<file path="config.mk">
export PLATFORM = sky130hd
export DESIGN_NAME = ntr_rights
export DESIGN_NICKNAME = d
export VERILOG_FILES = /design/src/hw/ntr_pkg.sv /design/src/hw/ntr_rights.sv
export SDC_FILE = /design/constraint.sdc
export NUM_CORES = 1
export LEC_CHECK = 0
export BUFFER_PORTS_ARGS = -buffer_cell sky130_fd_sc_hd__buf_2
export CAP_MARGIN = 20
export CORE_UTILIZATION = 53
export CTS_BUF_LIST = sky130_fd_sc_hd__clkbuf_16
export DETAILED_ROUTE_END_ITERATION = 8
export HOLD_SLACK_MARGIN = 0.02
export PLACE_DENSITY = 0.8
export SYNTH_ARGS = -nofsm -noshare
export SYNTH_HDL_FRONTEND = slang
export SYNTH_SLANG_ARGS = --single-unit
</file>
<file path="constraint.sdc">
create_clock -name pclk -period 3.3 [get_ports pclk]
set_input_delay 0.66 -clock pclk [delete_from_list [all_inputs] [get_ports pclk]]
set_output_delay 0.66 -clock pclk [all_outputs]
set_load 0.02 [all_outputs]
</file>
<file path="src/hw/ntr_pkg.sv">
// Package: types and constants for the nested translation rights and attributes block
package ntr_pkg;
   // Memory type encodings
   localparam logic [2:0] UNCACHEABLE_TYPE = 3'h0;
   localparam logic [2:0] WRITE_BACK_TYPE  = 3'h6;
   // Register byte offsets
   localparam logic [11:0] CTRL_OFS = 12'h000;
   localparam logic [11:0] STAT_OFS = 12'h004;
   localparam logic [11:0] LAST_OFS = 12'h008;
   // Control and status register field positions
   localparam int NEST_BIT  = 0;
   localparam int SECOND_LEVEL_EXEC_ENABLE_BIT  = 1;
   localparam int CD_BIT    = 2;
   localparam int EXT_MEM_TYPE_ENABLE_BIT  = 3;
   localparam int COH_BIT   = 4;
   localparam int EMT_LSB   = 8;
   localparam int FCNT_LSB  = 16;
   // Values after reset
   localparam logic [2:0] EMT_RST = 3'h6;
   // Fault stages
   localparam logic [1:0] STAGE_NONE = 2'h0;
   localparam logic [1:0] STAGE_FL   = 2'h1;
   localparam logic [1:0] STAGE_SL   = 2'h2;

   // Access kinds seen by the block
   typedef enum logic [3:0] {
      K_ROOTCTX = 4'h0,  // Extended root or context entry fetch
      K_SLFETCH = 4'h1,  // Second-level entry fetch
      K_ASIDTAB = 4'h2,  // Address-space-table entry fetch
      K_FLENTRY = 4'h3,  // First-level pointer or entry fetch
      K_FLADUPD = 4'h4,  // Atomic accessed/extended-accessed/dirty update
      K_DREAD   = 4'h5,  // Final page data read
      K_IFETCH  = 4'h6,  // Final page fetch, execute_requested set
      K_WRITE   = 4'h7,  // Final page write
      K_ATOMIC  = 4'h8   // Final page atomic
   } ntr_kind_e;

   // One access presented by the walker
   typedef struct packed {
      logic       valid;
      ntr_kind_e  kind;
      logic       sl_valid;     // Second-level translation exists
      logic       sl_r;         // AND of read bits of controlling entries
      logic       sl_w;         // AND of write bits
      logic       sl_x;         // AND of execute bits
      logic       fl_fault;     // First-level stage already failed
      logic       coherent;     // Requester in processor coherency domain
      logic       leaf_ignore_attribute_bit;    // ignore_attribute_bit of leaf entry
      logic [2:0] leaf_emt;     // ext_mem_type of leaf entry
      logic [2:0] range_register_type_type;    // range_register_type
      logic [2:0] comb_range_register_type;    // page_attribute_table type combined with range_register_type
      logic [2:0] comb_emt;     // page_attribute_table type combined with emt
   } ntr_req_s;

   // Decision for one access
   typedef struct packed {
      logic       valid;
      logic       permit;
      logic       fault;
      logic [1:0] stage;
      logic       snoop;
      logic       type_applies;
      logic [2:0] mem_type;
   } ntr_res_s;
endpackage

</file>
<file path="src/hw/ntr_rights.sv">
// Nested translation permission, snoop and memory type decision with APB control
`timescale 1ns/1ps

// Overview of operation
// - With nesting_enable set, accesses of a tagged request get second-level checks.
// - A fault is flagged at the first-level stage or any second-level stage.
// - Table pointer and entry fetches are checked as untagged requests.
// - Table reads need read permission in every controlling second-level entry.
// - Accessed/dirty flag updates need read and write permission.
// - The final page access is checked as a tagged request.
// - Final data reads need read permission.
// - With second_level_exec_enable clear, fetches need read permission.
// - With second_level_exec_enable set, fetches need read and execute permission.
// - Final page writes need write permission.
// - Final page atomics need read and write permission.
// - Permission inputs may come from translation caches, not fresh reads.
// - Root and context entry fetches snoop when the coherency bit is one.
// - Second-level entry fetches snoop when the coherency bit is one.
// - Address-space, first-level and final page accesses always snoop.
// - Memory type is applied only for coherent-domain requesters.
// - cache_disable set forces uncacheable_type on every access.
// - Root and context fetches always use uncacheable_type.
// - Second-level fetches use write_back_type, or context ext_mem_type when enabled.
// - Address-space fetches use range_register_type, or leaf ext_mem_type when enabled.
// - First-level and final accesses combine table type with range type.
// - With ext_mem_type_enable set, leaf ignore bit and ext_mem_type are used.
// - Ignore bit set selects leaf ext_mem_type outright.
// - Ignore bit clear combines table type with leaf ext_mem_type.
module ntr_rights #(
   parameter int CNT_W = 16
) (
   input  wire logic             pclk,     // 125 MHz clock
   input  wire logic             presetn,  // Async reset
   input  wire logic             psel,     // APB select
   input  wire logic             penable,  // APB enable
   input  wire logic             pwrite,   // APB direction
   input  wire logic [11:0]      paddr,    // APB byte address
   input  wire logic [31:0]      pwdata,   // APB write data
   output logic                  pready,   // APB ready
   output logic [31:0]           prdata,   // APB read data
   output logic                  pslverr,  // APB error
   input  wire ntr_pkg::ntr_req_s req_i,   // Access from walker
   output ntr_pkg::ntr_res_s     res_o     // Decision, one cycle later
);

   // Counters must fit their halves of the status word
   if (CNT_W < 1 || CNT_W > 16) begin : g_cnt_w_bad
      $error("CNT_W must be 1 to 16");
   end

   // Whole state of the block
   typedef struct packed {
      logic             nest;
      logic             second_level_exec_enable;
      logic             cd;
      logic             ext_mem_type_enable;
      logic             coh;
      logic [2:0]       ext_mem_type;
      logic             pready;
      logic             pslverr;
      logic [31:0]      prdata;
      logic [CNT_W-1:0] pcnt;
      logic [CNT_W-1:0] fcnt;
      ntr_pkg::ntr_res_s res;
   } ntr_state_s;

   ntr_state_s s_r;
   ntr_state_s s_nxt;

   // Address decode, used for the error response only
   function automatic logic reg_hit(input logic [11:0] a);
      reg_hit = (a == ntr_pkg::CTRL_OFS) || (a == ntr_pkg::STAT_OFS) ||
                (a == ntr_pkg::LAST_OFS);
   endfunction

   // Read value of a register, zero for unmapped
   function automatic logic [31:0] rd_val(input logic [11:0] a, input ntr_state_s s);
      logic [31:0] v;
      v = 32'h0;
      if (a == ntr_pkg::CTRL_OFS) begin
         v[ntr_pkg::NEST_BIT] = s.nest;
         v[ntr_pkg::SECOND_LEVEL_EXEC_ENABLE_BIT] = s.second_level_exec_enable;
         v[ntr_pkg::CD_BIT]   = s.cd;
         v[ntr_pkg::EXT_MEM_TYPE_ENABLE_BIT] = s.ext_mem_type_enable;
         v[ntr_pkg::COH_BIT]  = s.coh;
         v[ntr_pkg::EMT_LSB +: 3] = s.ext_mem_type;
      end else if (a == ntr_pkg::STAT_OFS) begin
         v[CNT_W-1:0] = s.pcnt;
         v[ntr_pkg::FCNT_LSB +: CNT_W] = s.fcnt;
      end else if (a == ntr_pkg::LAST_OFS) begin
         v[9:0] = s.res;
      end
      rd_val = v;
   endfunction

   // Decision terms for the incoming access
   logic       need_r;
   logic       need_w;
   logic       need_x;
   logic       sl_chk;
   logic       perm_ok;
   logic       bad_kind;
   logic       snoop;
   logic [2:0] mtype;

   // Permission needs per kind; cached permissions are as good as fresh ones
   always_comb begin
      need_r   = 1'b0;
      need_w   = 1'b0;
      need_x   = 1'b0;
      sl_chk   = 1'b1;
      bad_kind = 1'b0;
      unique case (req_i.kind)
         ntr_pkg::K_ROOTCTX: sl_chk = 1'b0;        // Not translated
         ntr_pkg::K_SLFETCH: sl_chk = 1'b0;        // Own rights checked by walker
         ntr_pkg::K_ASIDTAB,
         ntr_pkg::K_FLENTRY: need_r = 1'b1;
         ntr_pkg::K_FLADUPD: begin
            need_r = 1'b1;
            need_w = 1'b1;
         end
         ntr_pkg::K_DREAD:   need_r = 1'b1;
         ntr_pkg::K_IFETCH: begin
            need_r = 1'b1;
            need_x = s_r.second_level_exec_enable;
         end
         ntr_pkg::K_WRITE:   need_w = 1'b1;
         ntr_pkg::K_ATOMIC: begin
            need_r = 1'b1;
            need_w = 1'b1;
         end
         default: begin
            sl_chk   = 1'b0;
            bad_kind = 1'b1;
         end
      endcase
      // Without nesting the tagged accesses skip second-level checks
      if (!s_r.nest) begin
         sl_chk = 1'b0;
      end
      // Permission bits are taken as presented, possibly from caches
      perm_ok = (!need_r || req_i.sl_r) && (!need_w || req_i.sl_w) &&
                (!need_x || req_i.sl_x) && req_i.sl_valid;
   end

   // Snoop attribute and memory type per kind
   always_comb begin
      snoop = 1'b1;
      mtype = ntr_pkg::UNCACHEABLE_TYPE;
      unique case (req_i.kind)
         ntr_pkg::K_ROOTCTX: snoop = s_r.coh;
         ntr_pkg::K_SLFETCH: begin
            snoop = s_r.coh;
            mtype = s_r.ext_mem_type_enable ? s_r.ext_mem_type : ntr_pkg::WRITE_BACK_TYPE;
         end
         ntr_pkg::K_ASIDTAB:
            mtype = s_r.ext_mem_type_enable ? req_i.leaf_emt : req_i.range_register_type_type;
         ntr_pkg::K_FLENTRY, ntr_pkg::K_FLADUPD, ntr_pkg::K_DREAD,
         ntr_pkg::K_IFETCH, ntr_pkg::K_WRITE, ntr_pkg::K_ATOMIC: begin
            if (!s_r.ext_mem_type_enable) begin
               mtype = req_i.comb_range_register_type;
            end else if (req_i.leaf_ignore_attribute_bit) begin
               mtype = req_i.leaf_emt;
            end else begin
               mtype = req_i.comb_emt;
            end
         end
         default: mtype = ntr_pkg::UNCACHEABLE_TYPE;
      endcase
      // Cache disable overrides every computed type
      if (s_r.cd) begin
         mtype = ntr_pkg::UNCACHEABLE_TYPE;
      end
   end

   // Next state: APB slave, registers, counters and result
   always_comb begin
      logic acc;
      logic slf;
      acc = psel && penable;
      slf = sl_chk && !perm_ok;
      s_nxt = s_r;
      // One wait state so that pready comes from a flop
      if (acc && !s_r.pready) begin
         s_nxt.pready  = 1'b1;
         s_nxt.pslverr = !reg_hit(paddr);
         s_nxt.prdata  = pwrite ? 32'h0 : rd_val(paddr, s_r);
      end else begin
         s_nxt.pready  = 1'b0;
         s_nxt.pslverr = 1'b0;
         s_nxt.prdata  = 32'h0;
      end
      // Writes land at the edge where pready is seen high
      if (acc && s_r.pready && pwrite) begin
         if (paddr == ntr_pkg::CTRL_OFS) begin
            s_nxt.nest = pwdata[ntr_pkg::NEST_BIT];
            s_nxt.second_level_exec_enable = pwdata[ntr_pkg::SECOND_LEVEL_EXEC_ENABLE_BIT];
            s_nxt.cd   = pwdata[ntr_pkg::CD_BIT];
            s_nxt.ext_mem_type_enable = pwdata[ntr_pkg::EXT_MEM_TYPE_ENABLE_BIT];
            s_nxt.coh  = pwdata[ntr_pkg::COH_BIT];
            s_nxt.ext_mem_type  = pwdata[ntr_pkg::EMT_LSB +: 3];
         end else if (paddr == ntr_pkg::STAT_OFS) begin
            s_nxt.pcnt = '0;
            s_nxt.fcnt = '0;
         end
      end
      // Decision; a fault is reported with the stage that raised it
      s_nxt.res.valid        = req_i.valid;
      s_nxt.res.fault        = req_i.valid && (req_i.fl_fault || slf || bad_kind);
      s_nxt.res.permit       = req_i.valid && !(req_i.fl_fault || slf || bad_kind);
      s_nxt.res.stage        = !req_i.valid ? ntr_pkg::STAGE_NONE :
                               req_i.fl_fault ? ntr_pkg::STAGE_FL :
                               (slf || bad_kind) ? ntr_pkg::STAGE_SL : ntr_pkg::STAGE_NONE;
      s_nxt.res.snoop        = req_i.valid && snoop;
      s_nxt.res.type_applies = req_i.valid && req_i.coherent;
      s_nxt.res.mem_type     = (req_i.valid && req_i.coherent) ? mtype :
                               ntr_pkg::UNCACHEABLE_TYPE;
      // Counting wins over a clear in the same cycle; saturating
      if (s_nxt.res.permit && (s_nxt.pcnt != '1)) begin
         s_nxt.pcnt = s_nxt.pcnt + 1'b1;
      end
      if (s_nxt.res.fault && (s_nxt.fcnt != '1)) begin
         s_nxt.fcnt = s_nxt.fcnt + 1'b1;
      end
   end

   // State register
   always_ff @(posedge pclk or negedge presetn) begin
      if (!presetn) begin
         s_r      <= '0;
         s_r.ext_mem_type  <= ntr_pkg::EMT_RST;
      end else begin
         s_r <= s_nxt;
      end
   end

   // Outputs straight from the state flops
   assign pready  = s_r.pready;
   assign pslverr = s_r.pslverr;
   assign prdata  = s_r.prdata;
   assign res_o   = s_r.res;

   // Helper: final-page and table kinds that must snoop
   logic always_snp;
   assign always_snp = req_i.kind inside {ntr_pkg::K_ASIDTAB, ntr_pkg::K_FLENTRY,
                       ntr_pkg::K_FLADUPD, ntr_pkg::K_DREAD, ntr_pkg::K_IFETCH,
                       ntr_pkg::K_WRITE, ntr_pkg::K_ATOMIC};

   // Helper: first-level entry fetches, flag updates and final-page accesses
   logic fl_side;
   assign fl_side = always_snp && (req_i.kind != ntr_pkg::K_ASIDTAB);
endmodule

</file>
Word level (Yosys, flattened, before mapping)
Index checks and enable logic that the tools add are counted.
{ "totals": {"elab_cells": 101, "output_inout_bits": 44, "reg_bits": 84, "in_bits": 73} }
{ "op_classes": {"reduce_logical": 38, "addsub": 2, "eq_ne": 12, "mux": 31} }
{ "ops": {"columns": ["cell", "n"], "rows": [
  ["two-way mux 32 bit", 4],
  ["two-way mux 34 bit", 1],
  ["adder 16 x 1 -> 16 bit, second input constant", 2],
  ["two-way mux 16 bit", 2],
  ["!= test 16 bit, second input constant", 2],
  ["two-way mux 3 bit", 8],
  ["two-way mux 22 bit", 1],
  ["two-way mux 21 bit", 1],
  ["two-way mux 10 bit", 2],
  ["equality test 4 x 3 -> 1 bit, second input constant", 4],
  ["logical AND 1 bit", 14],
  ["equality test 12 x 3 -> 1 bit, second input constant", 1],
  ["equality test 12 x 4 -> 1 bit, second input constant", 1],
  ["logical NOT 12 bit", 1],
  ["OR reduction 6 bit", 2],
  ["case mux 3 bit (3 select lines)", 1],
  ["OR reduction 9 bit", 1],
  ["equality test 4 x 2 -> 1 bit, second input constant", 2],
  ["logical OR 1 bit", 8],
  ["logical NOT 1 bit", 7],
  ["two-way mux 1 bit", 7],
  ["OR reduction 7 bit", 1],
  ["two-way mux 2 bit", 3],
  ["two-way mux 5 bit", 1],
  ["6 further kinds", 6]
]} }

Depth between registers and ports, before layout
{ "logic_depth": {"ltp_word": 16, "ltp_mapped": 11, "ltp_nobuf": 10} }

Worst setup path after synthesis
No wires, ideal clock.
{ "synth_path": {"path_type": "in2reg", "startpoint": "input paddr[9]", "endpoint": "register s_r[19] in the netlist's numbering", "setup_ns": 0.078, "required_ns": 3.222, "path_buffers": 1, "arrival_ns": 3.535, "slack_ns": -0.313, "path_stages": 10, "path_cell_list": "or4_4 -> nor4_4 -> clkbuf_1 -> nor2b_1 -> ha_1 -> and4_1 -> and4_1 -> or3b_2 -> or3_1 -> a21oi_1"} }
{ "synth_lines": {"columns": ["item", "line_no", "source"], "rows": [
  ["start, declared", "ntr_rights.sv:37", "input wire logic [11:0] paddr,"],
  ["end signal, assigned", "ntr_rights.sv:233", "s_r <= s_nxt;"],
  ["end, declared", "ntr_rights.sv:67", "ntr_state_s s_r;"]
]} }

==> run metrics <==
Synth Net Count=502; drt wl/cell=16.2 microns; Fillers=623; max cap viols=0; PortBufs=92; die area=0.00860 sq mm; Cell Area, Synth=0.00436 sq mm; synthesized instance count=427; first-pass GRT wire length=15700 microns; Num CTS Buffers=9; initial core utilization=55.6%; post-synth cell types=60; DP Area=0.00480 sq mm; Max VDD drop=274 uV; design area=0.00517 sq mm; synthesis warning total=0; fin crit share=95.3%; nets=576; Vert. Die Dim=92.7 microns; Max Clock Freq=318 MHz; worst setup slack after placement=-0.211 ns; M1 WL=3930 microns; antenna violations before repair=0; # Post-CTS Setup Buffers=0; number of global-route vias before repair=3354; slew margin rel.=43.1%; I/O Pins=117; CTS tree=built; post-synthesis sequential area ratio=48.3%; WL final=9840 microns; post-DP HPWL=6790 microns; Post-synth EDFFs=0; routed length on met3=565 microns; Seq cells post-synth=84; fin. max-slew vios=0; WP data arrival=3.41 ns; diode count=0; met2 wire len=4950 microns; Worst-path clk slew=0.06 ns; placed cells=591; core area=0.00785 sq mm; Die Span X=92.7 microns; pwr dens=518 mW/mm^2; Critical Path Start Type=input port; H-tree depth=3; R2R cell count=11; post-route non-filler standard cell count=608; Via density=5.73; min Tclk post-route=3.15 ns; RSZ-0062 raised after global routing=false; ANT nets after route=0; Final Hold Fails=0; Root Buffer=clkbuf_16; DR top layer=met4; First DRT Iteration DRCs=212; Worst-Skew Late Latency=0.34 ns; Area Growth Syn to Fin=18.6%; clk sinks=84; status=complete, no violations; Synth Area per Inst=10.2 sq um; DRC=0; share of cells above drive strength 1=32.4%; ys async rst share=100%; largest net degree at the start of global routing=85; vias after detailed routing=3482; global-route usage over all layers=23.8%; worst hold path type=input port to asynchronous set/reset pin; setup violators final=0; kind of critical path=input port to flop; cell leakage power=2.49 nW; gpl congestion=0.918; CP Max Fanout=4; WP data required=3.57 ns; setup_tns=0 ns; Worst-Margin Slew=0.842 ns; Top FF cell, synth=dfrtp_1; Max Buffers Root-to-Sink=2; Worst setup EP type=flop; drt first pass iters=4; fin worst setup slack=0.154 ns; reg2reg setup slack=0.30 ns; grt ovf=0; Layout Skew=0.00553 ns; row cnt=32
-- worst max-delay path, stage by stage --
cell     delay, ns
buf_2         0.09
or4_4         0.55
nor4_4        0.45
nor2b_1       0.13
ha_2          0.20
and4_1        0.19
and4_1        0.20
nor3_1        0.33
nand3_1       0.13
or3_1         0.31
a21oi_1       0.14
-- metal layers --
metal | up-vias | GRT usage, %
li1 | 1646 | -
met1 | 1677 | 29.3
met2 | 129 | 39.0
met3 | 30 | 4.27
met4 | 0 | 14.2
met5 | - | 0
-- placed cells by master (no fill, tap or decap), types with 9 or more instances in the layout --
cell type / netlist / final
xnor2_1: 13 / 13
mux2_2: 11 / 11
nor2_1: 33 / 33
and2_1: 25 / 25
dfrtp_1: 82 / 82
a21oi_1: 17 / 17
nand2_1: 23 / 23
nand3_1: 10 / 10
buf_2: 5 / 91
buf_4: 42 / 30
or3_1: 9 / 9
nor3_1: 18 / 18
clkbuf_16: 0 / 9
-- power by group --
part / internal (W) / switching, W
logic: 0.000184 / 0.000176
registers: 0.00111 / 0.0000932
clock network: 0.000731 / 0.000388
total: 0.00202 / 0.000658
-- logic make-up (layout without fill, tap and decap cells) --
kind of cell             count (synthesis)  count (layout)  share of synthesized area [%]
AO/OA/AOI/OAI                           64              64                           10.4
XOR/XNOR                                18              18                           3.61
adder cells (fa/ha/maj)                  2               2                          0.574
buffers and inverters                   64             143                           9.27
flip-flops                              84              84                           48.3
multiplexers                            16              16                           3.99
AND/OR/NAND/NOR                        179             179                           24.0
-- synthesized netlist by cell type, types with 3 or more instances --
library cell,number,area [sq um]
nor4b_1,5,43.8
buf_2,5,25.0
mux2i_1,5,50.1
and4_1,5,43.8
and2_1,25,156
inv_1,5,18.8
or4_4,3,33.8
buf_1,3,11.3
a211oi_1,3,22.5
o31ai_1,5,37.5
xnor2_1,13,114
mux2_2,11,124
xor2_1,5,43.8
o211ai_1,3,22.5
a22oi_1,3,22.5
nand4_1,7,43.8
nor2_1,33,124
clkbuf_1,9,33.8
nand3_1,10,50.1
or4_1,5,37.5
o21a_1,5,37.5
nor3_1,18,90.1
o31a_1,3,26.3
or3b_2,3,26.3
and3_1,6,37.5
o21ai_0,6,30.0
or3_1,9,56.3
nor4_1,8,50.1
nand2b_1,3,18.8
buf_4,42,315
a21oi_1,17,85.1
dfrtp_1,82,2050
nor2b_1,6,37.5
nand2_1,23,86.3
-- layout make-up --
cell class	instances	area [sq um]	share of cell area [%]
Multi-Input combinational cell	279	1880	36.3
Tap cell	102	128	2.47
Clock inverter	7	109	2.11
Clock buffer	9	225	4.36
Inverter	5	18.8	0.363
Sequential cell	84	2100	40.7
Timing Repair Buffer	122	708	13.7
-- path summary, 6_finish.rpt --
check / end / startpoint
min reg2reg: pready$_DFF_PN0_ / pready$_DFF_PN0_
max in group asynchronous: s_r[77]$_DFFE_PN1P_ / presetn
min in group pclk: pready$_DFF_PN0_ / pready$_DFF_PN0_
min: prdata[30]$_DFF_PN0_ / presetn
max reg2reg: s_r[11]$_DFF_PN0_ / pready$_DFF_PN0_
max: s_r[25]$_DFF_PN0_ / paddr[6]
-- state kept, by name, indices dropped and copies added, names as in the netlist --
| signal | flops |
|---|---|
| s_r | 40 |
| prdata | 32 |
| pslverr | 1 |
| res_o | 10 |
| pready | 1 |
-- timing repair --
action,4_1_cts,5_1_grt
gates resized for setup,0,2
endpoints found under the hold margin,0,0
hold buffers,0,0
endpoints found under the setup margin,0,2
-- through the flow --
stage	utilization (%)	power (W)	hold WS [ns]
after global placement	61.1	0.00153	0.478
final	65.9	0.00268	0.133
after CTS	65.4	0.00268	0.503
after floorplan	-	0.00140	0.364
after global routing	65.9	0.00278	0.129
after detailed placement	61.1	0.00156	0.490
(Power assumes the default switching activity.)
